<file path="src/rtl/lss_pkg.sv">
package lss_pkg;
	localparam int NCH = 8;
	localparam int FRAME_BITS = 16;
	localparam int BIT_CNT_W = 5;
	localparam int SYS_CLK_HZ = 125_000_000;
	localparam int SCLK_MAX_HZ = 5_000_000;
	localparam int SCLK_MIN_CYC = SYS_CLK_HZ / SCLK_MAX_HZ;
	localparam int FS_RESTART_DELAY_US = 1000;
	localparam int FS_RESTART_CYC =
		FS_RESTART_DELAY_US * (SYS_CLK_HZ / 1_000_000);
	localparam int RST_CNT_W = 17;
	localparam logic [2:0] ADDR_CTRL = 3'h0;
	localparam logic [2:0] ADDR_MAP0 = 3'h1;
	localparam logic [2:0] ADDR_MAP1 = 3'h2;
	localparam logic [2:0] ADDR_OLC = 3'h3;
	localparam logic [2:0] ADDR_CFG = 3'h4;
	localparam logic [2:0] ADDR_OVL = 3'h5;
	localparam logic [2:0] ADDR_OT = 3'h6;
	localparam logic [2:0] ADDR_OSM = 3'h7;
	localparam logic [7:0] CTRL_RST = 8'h00;
	localparam logic [7:0] MAP0_RST = 8'h04;
	localparam logic [7:0] MAP1_RST = 8'h08;
	localparam logic [7:0] OLC_RST = 8'h00;
	localparam logic [7:0] CFG_RST = 8'h00;
	localparam int CFG_FS_BIT = 0;
	localparam int FS_CH_IN0 = 2;
	localparam int FS_CH_IN1 = 3;
	typedef struct packed {
		logic wr;
		logic [2:0] addr;
		logic [3:0] rsvd;
		logic [7:0] data;
	} lss_frame_t;
	typedef struct packed {
		logic in1;
		logic in0;
		logic fs;
		logic [2:0] addr;
		logic [1:0] rsvd;
		logic [7:0] data;
	} lss_resp_t;
	typedef struct packed {
		logic vdd;
		logic idle;
		logic in1;
		logic in0;
		logic [7:0] ovl;
		logic [7:0] ot;
		logic [7:0] sense;
	} lss_pins_t;
endpackage : lss_pkg

</file>
<file path="src/rtl/lss_spi_shift.sv">
`timescale 1ns/1ps
`default_nettype none
module lss_spi_shift (
	input wire logic sys_clk, // system clock
	input wire logic resetn, // sync reset, active low
	input wire logic spi_cs_n, // chip select pin
	input wire logic spi_sclk, // serial clock pin
	input wire logic spi_mosi, // serial data in pin
	input wire logic vdd_ok, // digital supply present
	input wire lss_pkg::lss_resp_t tx_word, // answer for next frame
	output lss_pkg::lss_frame_t rx_frame, // last 16 bits received
	output logic rx_valid, // one-cycle pulse per frame
	output logic spi_miso, // serial data out
	output logic spi_miso_oe_n // low while driving data out
);
	logic [2:0] meta_ff;
	logic [2:0] sync_ff;
	logic sclk_d_ff;
	logic cs_d_ff;
	logic [lss_pkg::FRAME_BITS-1:0] sr_ff;
	logic [lss_pkg::BIT_CNT_W-1:0] cnt_ff;
	logic full_ff;
	logic sclk_s;
	logic cs_s;
	logic sclk_rise;
	logic sclk_fall;
	logic cs_fall;
	logic cs_rise;

	assign sclk_s = sync_ff[2];
	assign cs_s = sync_ff[1];
	assign sclk_rise = sclk_s & ~sclk_d_ff;
	assign sclk_fall = ~sclk_s & sclk_d_ff;
	assign cs_fall = ~cs_s & cs_d_ff;
	assign cs_rise = cs_s & ~cs_d_ff;

	always_ff @(posedge sys_clk)
	begin
		if (!resetn)
		begin
			meta_ff <= 3'h2;
			sync_ff <= 3'h2;
			sclk_d_ff <= 1'b0;
			cs_d_ff <= 1'b1;
		end
		else
		begin
			meta_ff <= {spi_sclk, spi_cs_n, spi_mosi};
			sync_ff <= meta_ff;
			sclk_d_ff <= sclk_s;
			cs_d_ff <= cs_s;
		end
	end

	// one shift chain: bits leave 16 clocks after entering
	always_ff @(posedge sys_clk)
	begin
		if (!resetn)
		begin
			sr_ff <= 16'h0000;
			spi_miso <= 1'b0;
		end
		else if (cs_fall)
		begin
			sr_ff <= tx_word;
			spi_miso <= tx_word[lss_pkg::FRAME_BITS-1];
		end
		else if (!cs_s && sclk_rise)
			sr_ff <= {sr_ff[lss_pkg::FRAME_BITS-2:0], sync_ff[0]};
		else if (!cs_s && sclk_fall)
			spi_miso <= sr_ff[lss_pkg::FRAME_BITS-1];
	end

	always_ff @(posedge sys_clk)
	begin
		if (!resetn)
		begin
			cnt_ff <= 5'h00;
			full_ff <= 1'b0;
		end
		else if (cs_fall)
		begin
			cnt_ff <= 5'h00;
			full_ff <= 1'b0;
		end
		else if (!cs_s && sclk_rise)
		begin
			cnt_ff <= cnt_ff + 5'h01;
			if (cnt_ff == 5'h0f)
				full_ff <= 1'b1;
		end
	end

	// accept whole multiples of 8 bits, at least 16
	always_ff @(posedge sys_clk)
	begin
		if (!resetn)
		begin
			rx_frame <= '0;
			rx_valid <= 1'b0;
		end
		else
		begin
			rx_valid <= cs_rise & full_ff & vdd_ok &
				(cnt_ff[2:0] == 3'h0);
			if (cs_rise)
				rx_frame <= sr_ff;
		end
	end

	always_ff @(posedge sys_clk)
	begin
		if (!resetn)
			spi_miso_oe_n <= 1'b1;
		else
			spi_miso_oe_n <= cs_s | ~vdd_ok;
	end
endmodule : lss_spi_shift
`default_nettype wire

</file>
<file path="src/rtl/lss_switch_ctrl.sv">
// Notes on behaviour
// - control and diagnosis use 16-bit serial frames.
// - frames daisy-chain; multiples of 8 bits accepted, last 16 used.
// - serial clock up to 5 MHz; sampled by the system clock.
// - eight channels, each with own on/off control and diagnosis.
// - after reset input zero drives channel 2, input one channel 3.
// - programmable map lets each input drive any set of channels.
// - fail-safe mode routes inputs straight to channels 2 and 3.
// - with idle low, fail-safe channels follow inputs without supply.
// - serial access takes effect only while digital supply present.
// - overload latches channel off until host clears it.
// - in fail-safe, latched channel with high input restarts after delay.
// - per-channel over-temperature latches the channel off.
// - diagnostic events latched and readable over serial link.
// - output status monitor bits report sensed output state.
// - open-load test current only when host enables it.
// - serial output undriven while chip select is high.
// - idle pin high selects idle power mode; pin defaults low.
`timescale 1ns/1ps
`default_nettype none
module lss_switch_ctrl #(
	parameter int RESTART_CYCLES = lss_pkg::FS_RESTART_CYC
) (
	input wire logic sys_clk, // 125 MHz system clock
	input wire logic resetn, // sync reset, active low
	input wire logic spi_cs_n, // chip select, active low
	input wire logic spi_sclk, // serial clock
	input wire logic spi_mosi, // serial data in
	output logic spi_miso, // serial data out
	output logic spi_miso_oe_n, // low while data out driven
	input wire logic vdd_present, // digital supply good
	input wire logic idle_pin, // idle mode request
	input wire logic parallel_input_zero, // direct input 0
	input wire logic parallel_input_one, // direct input 1
	input wire logic [7:0] overload_trip_current, // overload sense
	input wire logic [7:0] over_temp, // per-channel thermal trip
	input wire logic [7:0] output_sense, // sensed output level
	output logic [7:0] chan_on, // gate drive per channel
	output logic [7:0] open_load_test_current, // test source enables
	output logic idle_mode, // idle power mode active
	output logic fail_safe_active // fail-safe routing active
);
	localparam int N = lss_pkg::NCH;
	localparam logic [lss_pkg::RST_CNT_W-1:0] RST_LAST =
		lss_pkg::RST_CNT_W'(RESTART_CYCLES - 1);

	lss_pkg::lss_pins_t pins_raw;
	lss_pkg::lss_pins_t pin_meta_ff;
	lss_pkg::lss_pins_t pin_ff;
	lss_pkg::lss_frame_t rx_frame;
	lss_pkg::lss_resp_t tx_word;
	logic rx_valid;
	logic [7:0] ctrl_ff;
	logic [7:0] map0_ff;
	logic [7:0] map1_ff;
	logic [7:0] olc_en_ff;
	logic [7:0] cfg_ff;
	logic [2:0] rd_addr_ff;
	logic [7:0] ovl_lat_ff;
	logic [7:0] ot_lat_ff;
	logic [7:0] osm_ff;
	logic [7:0] fs_req;
	logic [7:0] map_req;
	logic [7:0] req;
	logic [7:0] restart;
	logic [7:0] nxt_on;
	logic fs_mode;
	logic sleep;
	logic wr_ovl;
	logic wr_ot;

	function automatic logic [7:0] read_reg(
		input logic [2:0] a,
		input logic [7:0] c,
		input logic [7:0] m0,
		input logic [7:0] m1,
		input logic [7:0] olc,
		input logic [7:0] cfg,
		input logic [7:0] ovl,
		input logic [7:0] ot,
		input logic [7:0] osm
	);
		case (a)
			lss_pkg::ADDR_CTRL: read_reg = c;
			lss_pkg::ADDR_MAP0: read_reg = m0;
			lss_pkg::ADDR_MAP1: read_reg = m1;
			lss_pkg::ADDR_OLC: read_reg = olc;
			lss_pkg::ADDR_CFG: read_reg = cfg;
			lss_pkg::ADDR_OVL: read_reg = ovl;
			lss_pkg::ADDR_OT: read_reg = ot;
			default: read_reg = osm;
		endcase
	endfunction : read_reg

	assign pins_raw.vdd = vdd_present;
	assign pins_raw.idle = idle_pin;
	assign pins_raw.in1 = parallel_input_one;
	assign pins_raw.in0 = parallel_input_zero;
	assign pins_raw.ovl = overload_trip_current;
	assign pins_raw.ot = over_temp;
	assign pins_raw.sense = output_sense;

	// two-stage synchroniser for every pin input
	always_ff @(posedge sys_clk)
	begin
		if (!resetn)
		begin
			pin_meta_ff <= '0;
			pin_ff <= '0;
		end
		else
		begin
			pin_meta_ff <= pins_raw;
			pin_ff <= pin_meta_ff;
		end
	end

	lss_spi_shift u_spi (
		.sys_clk(sys_clk),
		.resetn(resetn),
		.spi_cs_n(spi_cs_n),
		.spi_sclk(spi_sclk),
		.spi_mosi(spi_mosi),
		.vdd_ok(pin_ff.vdd),
		.tx_word(tx_word),
		.rx_frame(rx_frame),
		.rx_valid(rx_valid),
		.spi_miso(spi_miso),
		.spi_miso_oe_n(spi_miso_oe_n)
	);

	// register writes; rx_valid never fires without supply
	always_ff @(posedge sys_clk)
	begin
		if (!resetn)
		begin
			ctrl_ff <= lss_pkg::CTRL_RST;
			map0_ff <= lss_pkg::MAP0_RST;
			map1_ff <= lss_pkg::MAP1_RST;
			olc_en_ff <= lss_pkg::OLC_RST;
			cfg_ff <= lss_pkg::CFG_RST;
		end
		else if (rx_valid && rx_frame.wr)
		begin
			case (rx_frame.addr)
				lss_pkg::ADDR_CTRL: ctrl_ff <= rx_frame.data;
				lss_pkg::ADDR_MAP0: map0_ff <= rx_frame.data;
				lss_pkg::ADDR_MAP1: map1_ff <= rx_frame.data;
				lss_pkg::ADDR_OLC: olc_en_ff <= rx_frame.data;
				lss_pkg::ADDR_CFG: cfg_ff <= rx_frame.data;
				default: ;
			endcase
		end
	end

	// answer of the next frame follows this frame's address
	always_ff @(posedge sys_clk)
	begin
		if (!resetn)
			rd_addr_ff <= lss_pkg::ADDR_OSM;
		else if (rx_valid)
			rd_addr_ff <= rx_frame.addr;
	end

	always_ff @(posedge sys_clk)
	begin
		if (!resetn)
			osm_ff <= 8'h00;
		else
			osm_ff <= pin_ff.sense;
	end

	always_comb
	begin
		tx_word.in1 = pin_ff.in1;
		tx_word.in0 = pin_ff.in0;
		tx_word.fs = fs_mode;
		tx_word.addr = rd_addr_ff;
		tx_word.rsvd = 2'h0;
		tx_word.data = read_reg(rd_addr_ff, ctrl_ff, map0_ff,
			map1_ff, olc_en_ff, cfg_ff, ovl_lat_ff, ot_lat_ff,
			osm_ff);
	end

	assign fs_mode = ~pin_ff.vdd | cfg_ff[lss_pkg::CFG_FS_BIT];
	assign sleep = pin_ff.idle & ~pin_ff.vdd;
	assign wr_ovl = rx_valid & rx_frame.wr &
		(rx_frame.addr == lss_pkg::ADDR_OVL);
	assign wr_ot = rx_valid & rx_frame.wr &
		(rx_frame.addr == lss_pkg::ADDR_OT);

	always_comb
	begin
		fs_req = 8'h00;
		fs_req[lss_pkg::FS_CH_IN0] = pin_ff.in0;
		fs_req[lss_pkg::FS_CH_IN1] = pin_ff.in1;
		map_req = ({N{pin_ff.in0}} & map0_ff) |
			({N{pin_ff.in1}} & map1_ff);
		req = fs_mode ? fs_req : (ctrl_ff | map_req);
		nxt_on = req & ~ovl_lat_ff & ~ot_lat_ff &
			{N{~sleep}};
	end

	genvar i;
	generate
		for (i = 0; i < N; i++)
		begin : g_ch
			logic [lss_pkg::RST_CNT_W-1:0] rst_cnt_ff;

			// retry timer, only while fail-safe and input high
			always_ff @(posedge sys_clk)
			begin
				if (!resetn)
					rst_cnt_ff <= '0;
				else if (fs_mode && ovl_lat_ff[i] && fs_req[i]
					&& rst_cnt_ff != RST_LAST)
					rst_cnt_ff <= rst_cnt_ff + 1'b1;
				else
					rst_cnt_ff <= '0;
			end
			assign restart[i] = fs_mode & ovl_lat_ff[i] & fs_req[i] &
				(rst_cnt_ff == RST_LAST);

			// set wins over host clear and retry
			always_ff @(posedge sys_clk)
			begin
				if (!resetn)
					ovl_lat_ff[i] <= 1'b0;
				else if (pin_ff.ovl[i] && chan_on[i])
					ovl_lat_ff[i] <= 1'b1;
				else if ((wr_ovl && rx_frame.data[i]) || restart[i])
					ovl_lat_ff[i] <= 1'b0;
			end

			always_ff @(posedge sys_clk)
			begin
				if (!resetn)
					ot_lat_ff[i] <= 1'b0;
				else if (pin_ff.ot[i])
					ot_lat_ff[i] <= 1'b1;
				else if (wr_ot && rx_frame.data[i])
					ot_lat_ff[i] <= 1'b0;
			end
		end
	endgenerate

	always_ff @(posedge sys_clk)
	begin
		if (!resetn)
			chan_on <= 8'h00;
		else
			chan_on <= nxt_on;
	end

	// test source only with channel off and supply present
	always_ff @(posedge sys_clk)
	begin
		if (!resetn)
			open_load_test_current <= 8'h00;
		else
			open_load_test_current <= olc_en_ff & ~nxt_on &
				{N{pin_ff.vdd}};
	end

	always_ff @(posedge sys_clk)
	begin
		if (!resetn)
		begin
			idle_mode <= 1'b0;
			fail_safe_active <= 1'b0;
		end
		else
		begin
			idle_mode <= pin_ff.idle;
			fail_safe_active <= fs_mode;
		end
	end
endmodule : lss_switch_ctrl
`default_nettype wire

</file>
<file path="config.mk">
export PLATFORM = sky130hd
export DESIGN_NAME = lss_switch_ctrl
export DESIGN_NICKNAME = d
export VERILOG_FILES = /design/src/rtl/lss_pkg.sv /design/src/rtl/lss_spi_shift.sv /design/src/rtl/lss_switch_ctrl.sv
export SDC_FILE = /design/constraint.sdc
export NUM_CORES = 1
export LEC_CHECK = 0
export ABC_CLOCK_PERIOD_IN_PS = 2400
export BUFFER_PORTS_ARGS = -buffer_cell sky130_fd_sc_hd__buf_4
export CAP_MARGIN = 20
export CORE_ASPECT_RATIO = 0.75
export CORE_MARGIN = 5
export CORE_UTILIZATION = 25
export CTS_BUF_LIST = sky130_fd_sc_hd__clkbuf_8
export DETAILED_ROUTE_END_ITERATION = 8
export GPL_ROUTABILITY_DRIVEN = 0
export PLACE_DENSITY = 0.43
export RECOVER_POWER = 100
export SLEW_MARGIN = 0
export SYNTH_ARGS = -nofsm -noshare
export SYNTH_HDL_FRONTEND = slang
export SYNTH_HIERARCHICAL = 1
export SYNTH_SLANG_ARGS = --single-unit
export TNS_END_PERCENT = 50
</file>
<file path="constraint.sdc">
create_clock -name sys_clk -period 2.4 [get_ports sys_clk]
set_input_delay 0.48 -clock sys_clk [delete_from_list [all_inputs] [get_ports sys_clk]]
set_output_delay 0.48 -clock sys_clk [all_outputs]
set_load 0.02 [all_outputs]
</file>
* After elaboration in Yosys (flattened, before gate mapping)
Cells that the tools add are included.
** Operators by class
- $add $sub $neg :: 3
- Equal/unequal tests :: 18
- Muxes and demuxes :: 39
- Bitwise operators :: 38
- Reduce and logical (&&, ||, !) cells :: 67
** Operators by type and width (count)
- $and 8x8->8 :: 7
- $pmux 8 s7 :: 1
- $reduce_bool 2->1 :: 18
- $mux 1 :: 35
- $add 17x1->17 const B :: 2
- $eq 17x17->1 const B :: 2
- $ne 17x17->1 const B :: 2
- $logic_and 1x1->1 :: 33
- $mux 16 :: 2
- $not 8->8 :: 3
- $eq 3x3->1 const B :: 6
- $reduce_and 2->1 :: 9
- $and 1x1->1 :: 17
- $or 8x8->8 :: 2
- $eq 3x2->1 const B :: 4
- $logic_not 3->1 :: 3
- $mux 8 :: 1
- $not 1->1 :: 7
- $eq 3x1->1 const B :: 2
- $add 5x1->5 const B :: 1
- $eq 5x4->1 const B :: 1
- $logic_or 1x1->1 :: 2
- $ne 2x1->1 const B :: 1
- $or 1x1->1 :: 2
- 2 further kinds :: 2
** Storage, ports and cells
- Flip-flop bits (word level) :: 220
- Word-level logic and storage cells :: 222

* Longest topological paths before layout
Gate-level depths: netlist of run 1.
- Depth after elaboration :: 10
- Mapped depth :: 8
- Depth with buffers taken out :: 6

* By module
Netlist of run 1, hierarchy kept.
** By module, submodules not included
- lss_switch_ctrl :: instances 1, cells an instance 661, area an instance 6688.9 µm², sequential area each 3503.4 µm²
- lss_spi_shift :: instances 1, cells an instance 202, area an instance 2009.4 µm², sequential area each 980.9 µm²

* Least setup slack after synthesis of run 1
Ideal clock, no wire load.
- Path kind :: register to register
- From :: register rd_addr_ff[2]
- To :: register u_spi/sr_ff[2] (netlist bit)
- Setup time :: 122 ps
- Data arrival time :: 1863 ps
- Required time :: 2278 ps
- Setup slack :: 415 ps
- Stages on the path, launching flop included :: 7
- Path buffers :: 2
- Period minus slack after synthesis :: 1985 ps
- Cell sequence :: dfxtp_1 buf_2 clkbuf_1 mux4_2 mux2_2 and3_1 a221o_1
** RTL lines
- start, declared :: line lss_switch_ctrl.sv:58 : logic [2:0] rd_addr_ff;
- start signal, assigned :: line lss_switch_ctrl.sv:160 : rd_addr_ff <= lss_pkg::ADDR_OSM;
- start signal, assigned :: line lss_switch_ctrl.sv:162 : rd_addr_ff <= rx_frame.addr;
- end signal, assigned :: line lss_spi_shift.sv:65 : sr_ff <= tx_word;
- end signal, assigned :: line lss_spi_shift.sv:69 : sr_ff <= {sr_ff[lss_pkg::FRAME_BITS-2:0], sync_ff[0]};
- end, declared :: line lss_spi_shift.sv:20 : logic [lss_pkg::FRAME_BITS-1:0] sr_ff;

==> impl_metrics.tcl, run 1 <==
set metrics [dict create \
    outcome "finished, final reports clean" \
    n_antenna_cell 0 \
    vdd_ir_drop_max_v 0.000495 \
    netlist_area_um2 8560 \
    crit_family "multiplexers" \
    cts_tree "done" \
    worstPathRequired_ns 2.85 \
    path_cells "clkbuf_2, mux4_2, mux2_2, a22oi_1, o2bb2ai_1" \
    path_clk_slew_ns 0.07 \
    finalSetupViolations 0 \
    cts_root_buf "clkbuf_8" \
    drv_cap 0 \
    maxSlewViolCount 0 \
    postSynthCellCount 847 \
    total_leakage_power_nw 3.77 \
    internal_power_w 0.00572 \
    swShare_pct 22.8 \
    wire_per_inst_um 16.3 \
    syn2layout_area_growth_pct 18.6 \
    skew_ns 0.0206 \
    die_h_um 170 \
    vias_per_cell 4.41 \
    synth.avg_cell_area_um2 10.1 \
    drive_gt1_share_pct 14.7 \
    holdBufCountCts 0 \
    grt_pass1_vias 6200 \
    worstSetupPathType "reg -> reg" \
    dr.first_iter.drc_count 403 \
    cts-htree-levels 2 \
    grt_overflow 0 \
    clock_sinks 220 \
    io_pins 53 \
    p_seq_share_pct 50.8 \
    grt.total_usage_pct 12.1 \
    dieArea_um2 38100 \
    num-nets-final 962 \
    drt_first_pass_iters 5 \
    drcViolationCount 0 \
    final_area_um2 10100 \
    grt_max_degree 45 \
    fin_crit_sh_pct 92.3 \
    ys_warn_count 6 \
    cts_resized 0 \
    vias 6181 \
    design.core.area_um2 33700 \
    fp-row-count 58 \
    cp_slowest_stage_delay_ns 0.74 \
    finalHoldViolations 0 \
    hold_class "in -> reg" \
    ant_nets 0 \
    critPathMaxFanout 11 \
    pwr_density_cell_nw_per_um2 730 \
    crit_buf_inv 1 \
    fmax_mhz 451 \
    clock_power_share_pct 46.1 \
    dieWidth_um 224 \
    grt_pass1_wl_um 36400 \
    finalWirelength_um 22800 \
    cp_slowest_cell "dfxtp_1" \
    clk_latency_ns 0.56 \
    cp-end-kind "register" \
    timing.final.crit_period_ns 2.22 \
    antenna_found_initial 0 \
    post_cts_buffers 0 \
    clock_path_buffers 3 \
    cp.arrival_ns 2.66 \
    initial_core_util_pct 25.4 \
    p_switching_w 0.00169 \
    place.detailed.hpwl_um 15000 \
    place_area_um2 9510 \
    relSlewSlack_pct 18.5 \
    share_comb_of_total_power_pct 3.1 \
    cp-start-kind "register" \
    grt_setup_unrepaired "false" \
    tightest_slew_ns 1.22 \
    cts_made_buffers 38 \
    finalSetupTns_ns 0 \
    portBuffers 52 \
]
## final timing paths
kind,startpoint,to,slack (ns),cells after the start
hold / removal,overload_trip_current[6],pin_meta_ff[22],0.13,2
setup reg to reg,rd_addr_ff[2],u_spi/sr_ff[6],0.18,5
setup / recovery,rd_addr_ff[2],u_spi/sr_ff[6],0.18,5
hold reg to reg,pin_meta_ff[14],pin_ff[14],0.42,1
## per-stage QoR
stage | util [%] | hold WS, ns | setup WS [ns] | instances | total power, W
2_1_floorplan | - | 0.386 | 0.415 | 848 | 0.00397
3_3_place_gp | 28.2 | 0.415 | 0.310 | 1334 | 0.00408
3_5_place_dp | 28.2 | 0.419 | 0.239 | 1334 | 0.00408
4_1_cts | 30.5 | 0.0870 | 0.263 | 1401 | 0.00759
5_1_grt | 30.1 | 0.105 | 0.0881 | 1401 | 0.00779
6_report | 30.1 | 0.134 | 0.184 | 1401 | 0.00741
## placed cells by master (no fill, tap or decap), types with 5 or more instances in the layout
cell       count
clkbuf_8      44
nor3_1         8
a221oi_1       6
o21ai_0       27
ha_1           5
and2_0        22
xnor2_1       13
a221o_1        7
and2_1        56
o2bb2ai_1      8
nor2b_1       38
nand2_1       68
dfxtp_1      220
nand3_1       23
mux2_2         6
nand2b_1       9
buf_4         56
inv_1         35
mux4_2        12
mux2i_1       36
nand4_1        8
a21boi_0      30
a21oi_1       17
clkbuf_1      25
a22oi_1       12
nor4_1        11
and3_1        15
xor2_1        14
nor2_1        57
o21a_1         8
## sequential cells by signal, summed over array words and instances (netlist names), 2 cells and up
name                    flops
olc_en_ff                   8
fs_req                      2
map0_ff                     8
u_spi/rx_frame             12
g_ch.rst_cnt_ff            34
u_spi/meta_ff               3
chan_on                     8
u_spi/cnt_ff                5
map1_ff                     8
ctrl_ff                     8
u_spi/sr_ff                16
open_load_test_current      8
ovl_lat_ff                  8
rd_addr_ff                  3
cfg_ff                      8
osm_ff                      8
ot_lat_ff                   8
pin_ff                     26
u_spi/sync_ff               3
pin_meta_ff                28
## routing by layer
layer  up-vias  wire length, um  track usage (%)
met5         -                0                0
met2       159             9000             16.9
met1      2904            12100             18.2
met3        41             1270             3.00
li1       3077                -                -
met4         0              456             3.81
## worst reg2reg max path: stages (launching register included)
cell	delay, ns
dfxtp_1	0.74
clkbuf_2	0.30
mux4_2	0.51
mux2_2	0.29
a22oi_1	0.19
o2bb2ai_1	0.09
## power groups by stage
stage | Sequential, W | Clock [W] | Combinational (W)
6_report | 0.00376 | 0.00342 | 0.000227
3_3_place_gp | 0.00384 | 0 | 0.000240
5_1_grt | 0.00377 | 0.00377 | 0.000255
3_5_place_dp | 0.00384 | 0 | 0.000242
2_1_floorplan | 0.00383 | 0 | 0.000145
4_1_cts | 0.00376 | 0.00359 | 0.000243
## area by class of cell
class	instances	area (um2)
repair buffers	85	534
well taps	450	563
flip-flops and latches	220	4400
fillers	3570	23500
inverters	16	60.1
clock buffers	44	606
multi-input cells	563	3830
clock inverters	23	149
(Power assumes the default switching activity.)
==> inputs of run 2 (changes only) <==
--- a/config.mk
+++ b/config.mk
@@ -10,11 +10,11 @@
 export CAP_MARGIN = 20
 export CORE_ASPECT_RATIO = 0.75
 export CORE_MARGIN = 5
-export CORE_UTILIZATION = 25
+export CORE_UTILIZATION = 54
 export CTS_BUF_LIST = sky130_fd_sc_hd__clkbuf_8
 export DETAILED_ROUTE_END_ITERATION = 8
 export GPL_ROUTABILITY_DRIVEN = 0
-export PLACE_DENSITY = 0.43
+export PLACE_DENSITY = 0.75
 export RECOVER_POWER = 100
 export SLEW_MARGIN = 0
 export SYNTH_ARGS = -nofsm -noshare
==> impl_metrics.tcl, run 2 (synthesis gave the netlist of run 1 again) <==
set metrics [dict create \
    hp-start "spi_cs_n" \
    cts-htree-levels 2 \
    fin_crit_sh_pct 89.8 \
    cp-end-kind "register" \
    grt.total_usage_pct 20.3 \
    finalSetupTns_ns 0 \
    initial_core_util_pct 55.7 \
    drcViolationCount 0 \
    ant_nets 0 \
    pwr_density_cell_nw_per_um2 737 \
    place_inst 1078 \
    drv_cap 0 \
    design.core.area_um2 15400 \
    num-nets-final 947 \
    n_fill_cell 1290 \
    fp-row-count 39 \
    critPathMaxFanout 19 \
    cts_root_buf "clkbuf_8" \
    drive_gt1_share_pct 13.8 \
    timing.final.crit_period_ns 2.16 \
    grt_setup_unrepaired "false" \
    dieArea_um2 18500 \
    tightest_slew_ns 1.24 \
    vdd_ir_drop_max_v 0.000573 \
    clock_path_buffers 3 \
    r2r_start "rd_addr_ff[1]" \
    reg.largest.list "g_ch.rst_cnt_ff x34, pin_meta_ff x28, pin_ff x26" \
    hold_class "in -> reg" \
    post_cts_buffers 0 \
    final_common_cell "dfxtp_1" \
    wire_per_inst_um 16.4 \
    io_pins 53 \
    grt_overflow 0 \
    top_register "g_ch.rst_cnt_ff" \
    finalWirelength_um 18700 \
    antenna_found_initial 0 \
    skew_ns 0.0214 \
    fmax_mhz 464 \
    finalHoldViolations 0 \
    holdBufCountCts 0 \
    path_clk_slew_ns 0.07 \
    die_h_um 119 \
    largest_reg_flops 34 \
    dr.first_iter.drc_count 640 \
    n_antenna_cell 0 \
    final_cell_mix "220 x dfxtp_1, 68 x nand2_1, 57 x and2_1, 57 x nor2_1, 45 x buf_4" \
    vias 6204 \
    cp-start-kind "register" \
    p_total_w 0.00715 \
    drt_first_pass_iters 7 \
    portBuffers 52 \
    cts_resized 0 \
    vias_per_cell 5.46 \
    worstSetupPathType "reg -> reg" \
    crit_start "rd_addr_ff[1]" \
    syn2layout_area_growth_pct 13.3 \
    grt_max_degree 63 \
    final_cells 1137 \
    cp.arrival_ns 2.55 \
    clk_latency_ns 0.52 \
    maxSlewViolCount 0 \
    total_leakage_power_nw 3.64 \
    clock_sinks 220 \
    place.detailed.hpwl_um 12200 \
    cts_made_buffers 34 \
    finalSetupViolations 0 \
    cts_tree "done" \
    grt_pass1_vias 5831 \
    worstPathRequired_ns 2.80 \
    outcome "finished, final reports clean" \
    grt_pass1_wl_um 30400 \
    dieWidth_um 155 \
    relSlewSlack_pct 16.6 \
]
## run 2: changes by cell type in the layout (fill, tap and decap cells not counted), moves of 2 or more
cell / before / now
inv_1: 35 / 25
buf_4: 56 / 45
clkbuf_8: 44 / 41
clkinvlp_4: 0 / 2
clkinv_2: 0 / 4
## run 2: final timing paths
kind	end	slack (ns)	cells after the start
setup reg to reg	u_spi/sr_ff[6]	0.24	4
setup / recovery	u_spi/sr_ff[6]	0.24	4
hold / removal	u_spi/meta_ff[1]	0.16	2
hold reg to reg	u_spi/sync_ff[1]	0.42	1
## run 2: layout make-up
cell class,count,area [um2],area share [%]
Multi-Input combinational cell,563,3820,39.4
Timing Repair Buffer,74,450,4.64
Clock buffer,41,564,5.82
Inverter,16,60.1,0.619
Tap cell,205,256,2.64
Clock inverter,18,138,1.42
Sequential cell,220,4400,45.4
## run 2: critical path: stages, from the launching register on
cell	delay, ns
dfxtp_1	0.91
mux4_2	0.59
mux2_2	0.27
a22oi_1	0.20
o2bb2ai_1	0.09
## run 2: where the power goes
part	internal (W)	switching, W
clock	0.00177	0.00141
sequential	0.00372	0.0000386
combinational	0.000107	0.000103
total	0.00560	0.00155
## run 2: per-stage QoR
step	cell area (um2)	util (%)	hold WS, ns	worst slack (ns)
6_report	9700	63.1	0.159	0.244
4_1_cts	9820	63.9	0.148	0.294
2_1_floorplan	8560	-	0.386	0.415
3_3_place_gp	9120	59.3	0.406	0.321
5_1_grt	9700	63.1	0.141	0.119
3_5_place_dp	9120	59.3	0.399	0.280
## run 2: per-layer routing
metal	GRT usage [%]	vias to the layer above	share of wire, %
met5	0	-	0
met2	29.1	230	41
met1	30.1	2886	48
met4	5.58	0	1.9
li1	-	3053	-
met3	5.47	35	9.2
==> inputs of run 3 (changes only) <==
--- a/config.mk
+++ b/config.mk
@@ -19,6 +19,5 @@
 export SLEW_MARGIN = 0
 export SYNTH_ARGS = -nofsm -noshare
 export SYNTH_HDL_FRONTEND = slang
-export SYNTH_HIERARCHICAL = 1
 export SYNTH_SLANG_ARGS = --single-unit
 export TNS_END_PERCENT = 50
==> impl_metrics.tcl, run 3 <==
set metrics [dict create \
    synthFlopType "dfxtp_1" \
    cp-end-kind "register" \
    grt_pass1_wl_um 29700 \
    syn2layout_area_growth_pct 13.4 \
    synth_edf_count 0 \
    largest_reg_flops 34 \
    synth.area.mux_share_pct 5.00 \
    die_h_um 118 \
    synth_seq_area_share_pct 52.4 \
    vias_per_cell 5.39 \
    grt_overflow 0 \
    netlist_area_um2 8410 \
    finalHoldViolations 0 \
    ys_warn_count 0 \
    syn-num-nets 933 \
    antenna_found_initial 0 \
    pwr_density_cell_nw_per_um2 748 \
    drive_gt1_share_pct 10.2 \
    skew_ns 0.0154 \
    grt_setup_unrepaired "false" \
    cts-htree-levels 2 \
    cts_resized 0 \
    synth_xor_area_share_pct 3.33 \
    final_common_cell "dfxtp_1" \
    synth_most_common_cell "dfxtp_1" \
    cp-start-kind "register" \
    drv_cap 0 \
    synth_fa_ha_area_share_pct 0.744 \
    finalSetupTns_ns 0 \
    synth-simple-area-share_pct 22.4 \
    drt_first_pass_iters 5 \
    tightest_slew_ns 0.885 \
    postSynthCellCount 895 \
    clock_path_buffers 3 \
    fmax_mhz 496 \
    worstPathRequired_ns 2.84 \
    portBuffers 52 \
    cts_root_buf "clkbuf_8" \
    synth_cell_types 55 \
    rrSetupSlack_ns 0.38 \
    yosysTopAreaCellShare_pct 52.4 \
    dr.first_iter.drc_count 574 \
    dieWidth_um 154 \
    finalSetupViolations 0 \
    holdWs_ns 0.142 \
    clk_latency_ns 0.52 \
    worstSetupPathType "reg -> reg" \
    holdBufCountCts 0 \
    place.detailed.hpwl_um 12200 \
    synth_top_family_by_area "simple AND/OR/NAND/NOR gates" \
    fp-row-count 39 \
    synth_common_cells "220 x dfxtp_1, 96 x nor2_1, 86 x nand2_1, 83 x and2_1, 42 x mux2i_1" \
    io_pins 53 \
    critPathMaxFanout 17 \
    design.core.area_um2 15300 \
    maxSlewViolCount 0 \
    cp.arrival_ns 2.46 \
    place_area_um2 8960 \
    ys_top_cells_by_area "dfxtp_1 52%, and2_1 6.2%, mux2i_1 5.0%" \
    relSlewSlack_pct 41.0 \
    post_cts_buffers 0 \
    path_clk_slew_ns 0.06 \
    grt.total_usage_pct 19.6 \
    n_antenna_cell 0 \
    synth.avg_cell_area_um2 9.40 \
    synth-compound-area-share_pct 12.3 \
    clock_sinks 220 \
    hold_class "in -> reg" \
    dieArea_um2 18200 \
    grt_pass1_vias 5767 \
    final_cell_mix "220 x dfxtp_1, 96 x nor2_1, 86 x nand2_1, 63 x and2_1" \
    timing.final.crit_period_ns 2.02 \
    outcome "finished, final reports clean" \
    grt_max_degree 64 \
    top_register "g_ch.rst_cnt_ff" \
    cts_made_buffers 34 \
    cts_tree "done" \
    total_leakage_power_nw 3.49 \
    ant_nets 0 \
    vias 6297 \
    vdd_ir_drop_max_v 0.000625 \
    finalWirelength_um 18000 \
    wire_per_inst_um 15.4 \
    reg.largest.list "g_ch.rst_cnt_ff x34, pin_meta_ff x28, pin_ff x26" \
    p_total_w 0.00714 \
    num-nets-final 981 \
    async_reset_ff_share_pct 0 \
    initial_core_util_pct 55.1 \
    fin_crit_sh_pct 84.0 \
    yosys.area.top_type "dfxtp_1" \
    synth_seq_cells 220 \
    drcViolationCount 0 \
    final_area_um2 9540 \
]
==> run 3: path summary, 6_finish.rpt <==
check | from | endpoint | cells after the start
max | u_spi.sync_ff[1] | u_spi.sr_ff[10] | 5
min | spi_cs_n | u_spi.meta_ff[1] | 2
max reg2reg | u_spi.sync_ff[1] | u_spi.sr_ff[10] | 5
min reg2reg | u_spi.meta_ff[1] | u_spi.sync_ff[1] | 1
==> run 3: report_power, final <==
part	internal (W)	switching, W	leakage [nW]
Combinational	0.0000908	0.0000966	1.31
Sequential	0.00372	0.0000351	1.79
Clock	0.00180	0.00140	0.396
==> run 3: kinds of logic after synthesis <==
group | after synthesis
flip-flops | 220
AO/OA/AOI/OAI | 150
XOR/XNOR | 32
multiplexers | 42
adder cells (fa/ha/maj) | 5
AND/OR/NAND/NOR | 367
buffers and inverters | 79
==> run 3: worst max-delay path: stages (launching register included) <==
cell,delay [ns]
dfxtp_1,0.37
nor3b_1,0.32
and2_0,0.74
clkbuf_1,0.28
nand2_1,0.10
a21oi_1,0.13
==> run 3: area by class of cell <==
class,count,area [um2]
Sequential cell,220,4400
Timing Repair Buffer,69,434
Clock buffer,42,578
Inverter,22,82.6
Clock inverter,15,120
Tap cell,205,256
Multi-Input combinational cell,596,3670
Fill cell,1326,5730
==> run 3: layer usage <==
metal	GRT usage (%)	up-vias	part of all wire [%]
met5	0	-	0
met4	5.46	0	1.6
met3	3.82	29	7.7
met2	27.2	212	41
met1	30.7	2897	50
li1	-	3159	-
==> run 3: per-stage QoR <==
step / utilization [%] / worst slack (ns) / std cells
CTS: 63.2 / 0.493 / 1169
detailed placement: 58.7 / 0.510 / 1112
global route: 62.5 / 0.188 / 1169
floorplan: - / 0.819 / 895
finish: 62.5 / 0.385 / 1169
global placement: 58.7 / 0.566 / 1112
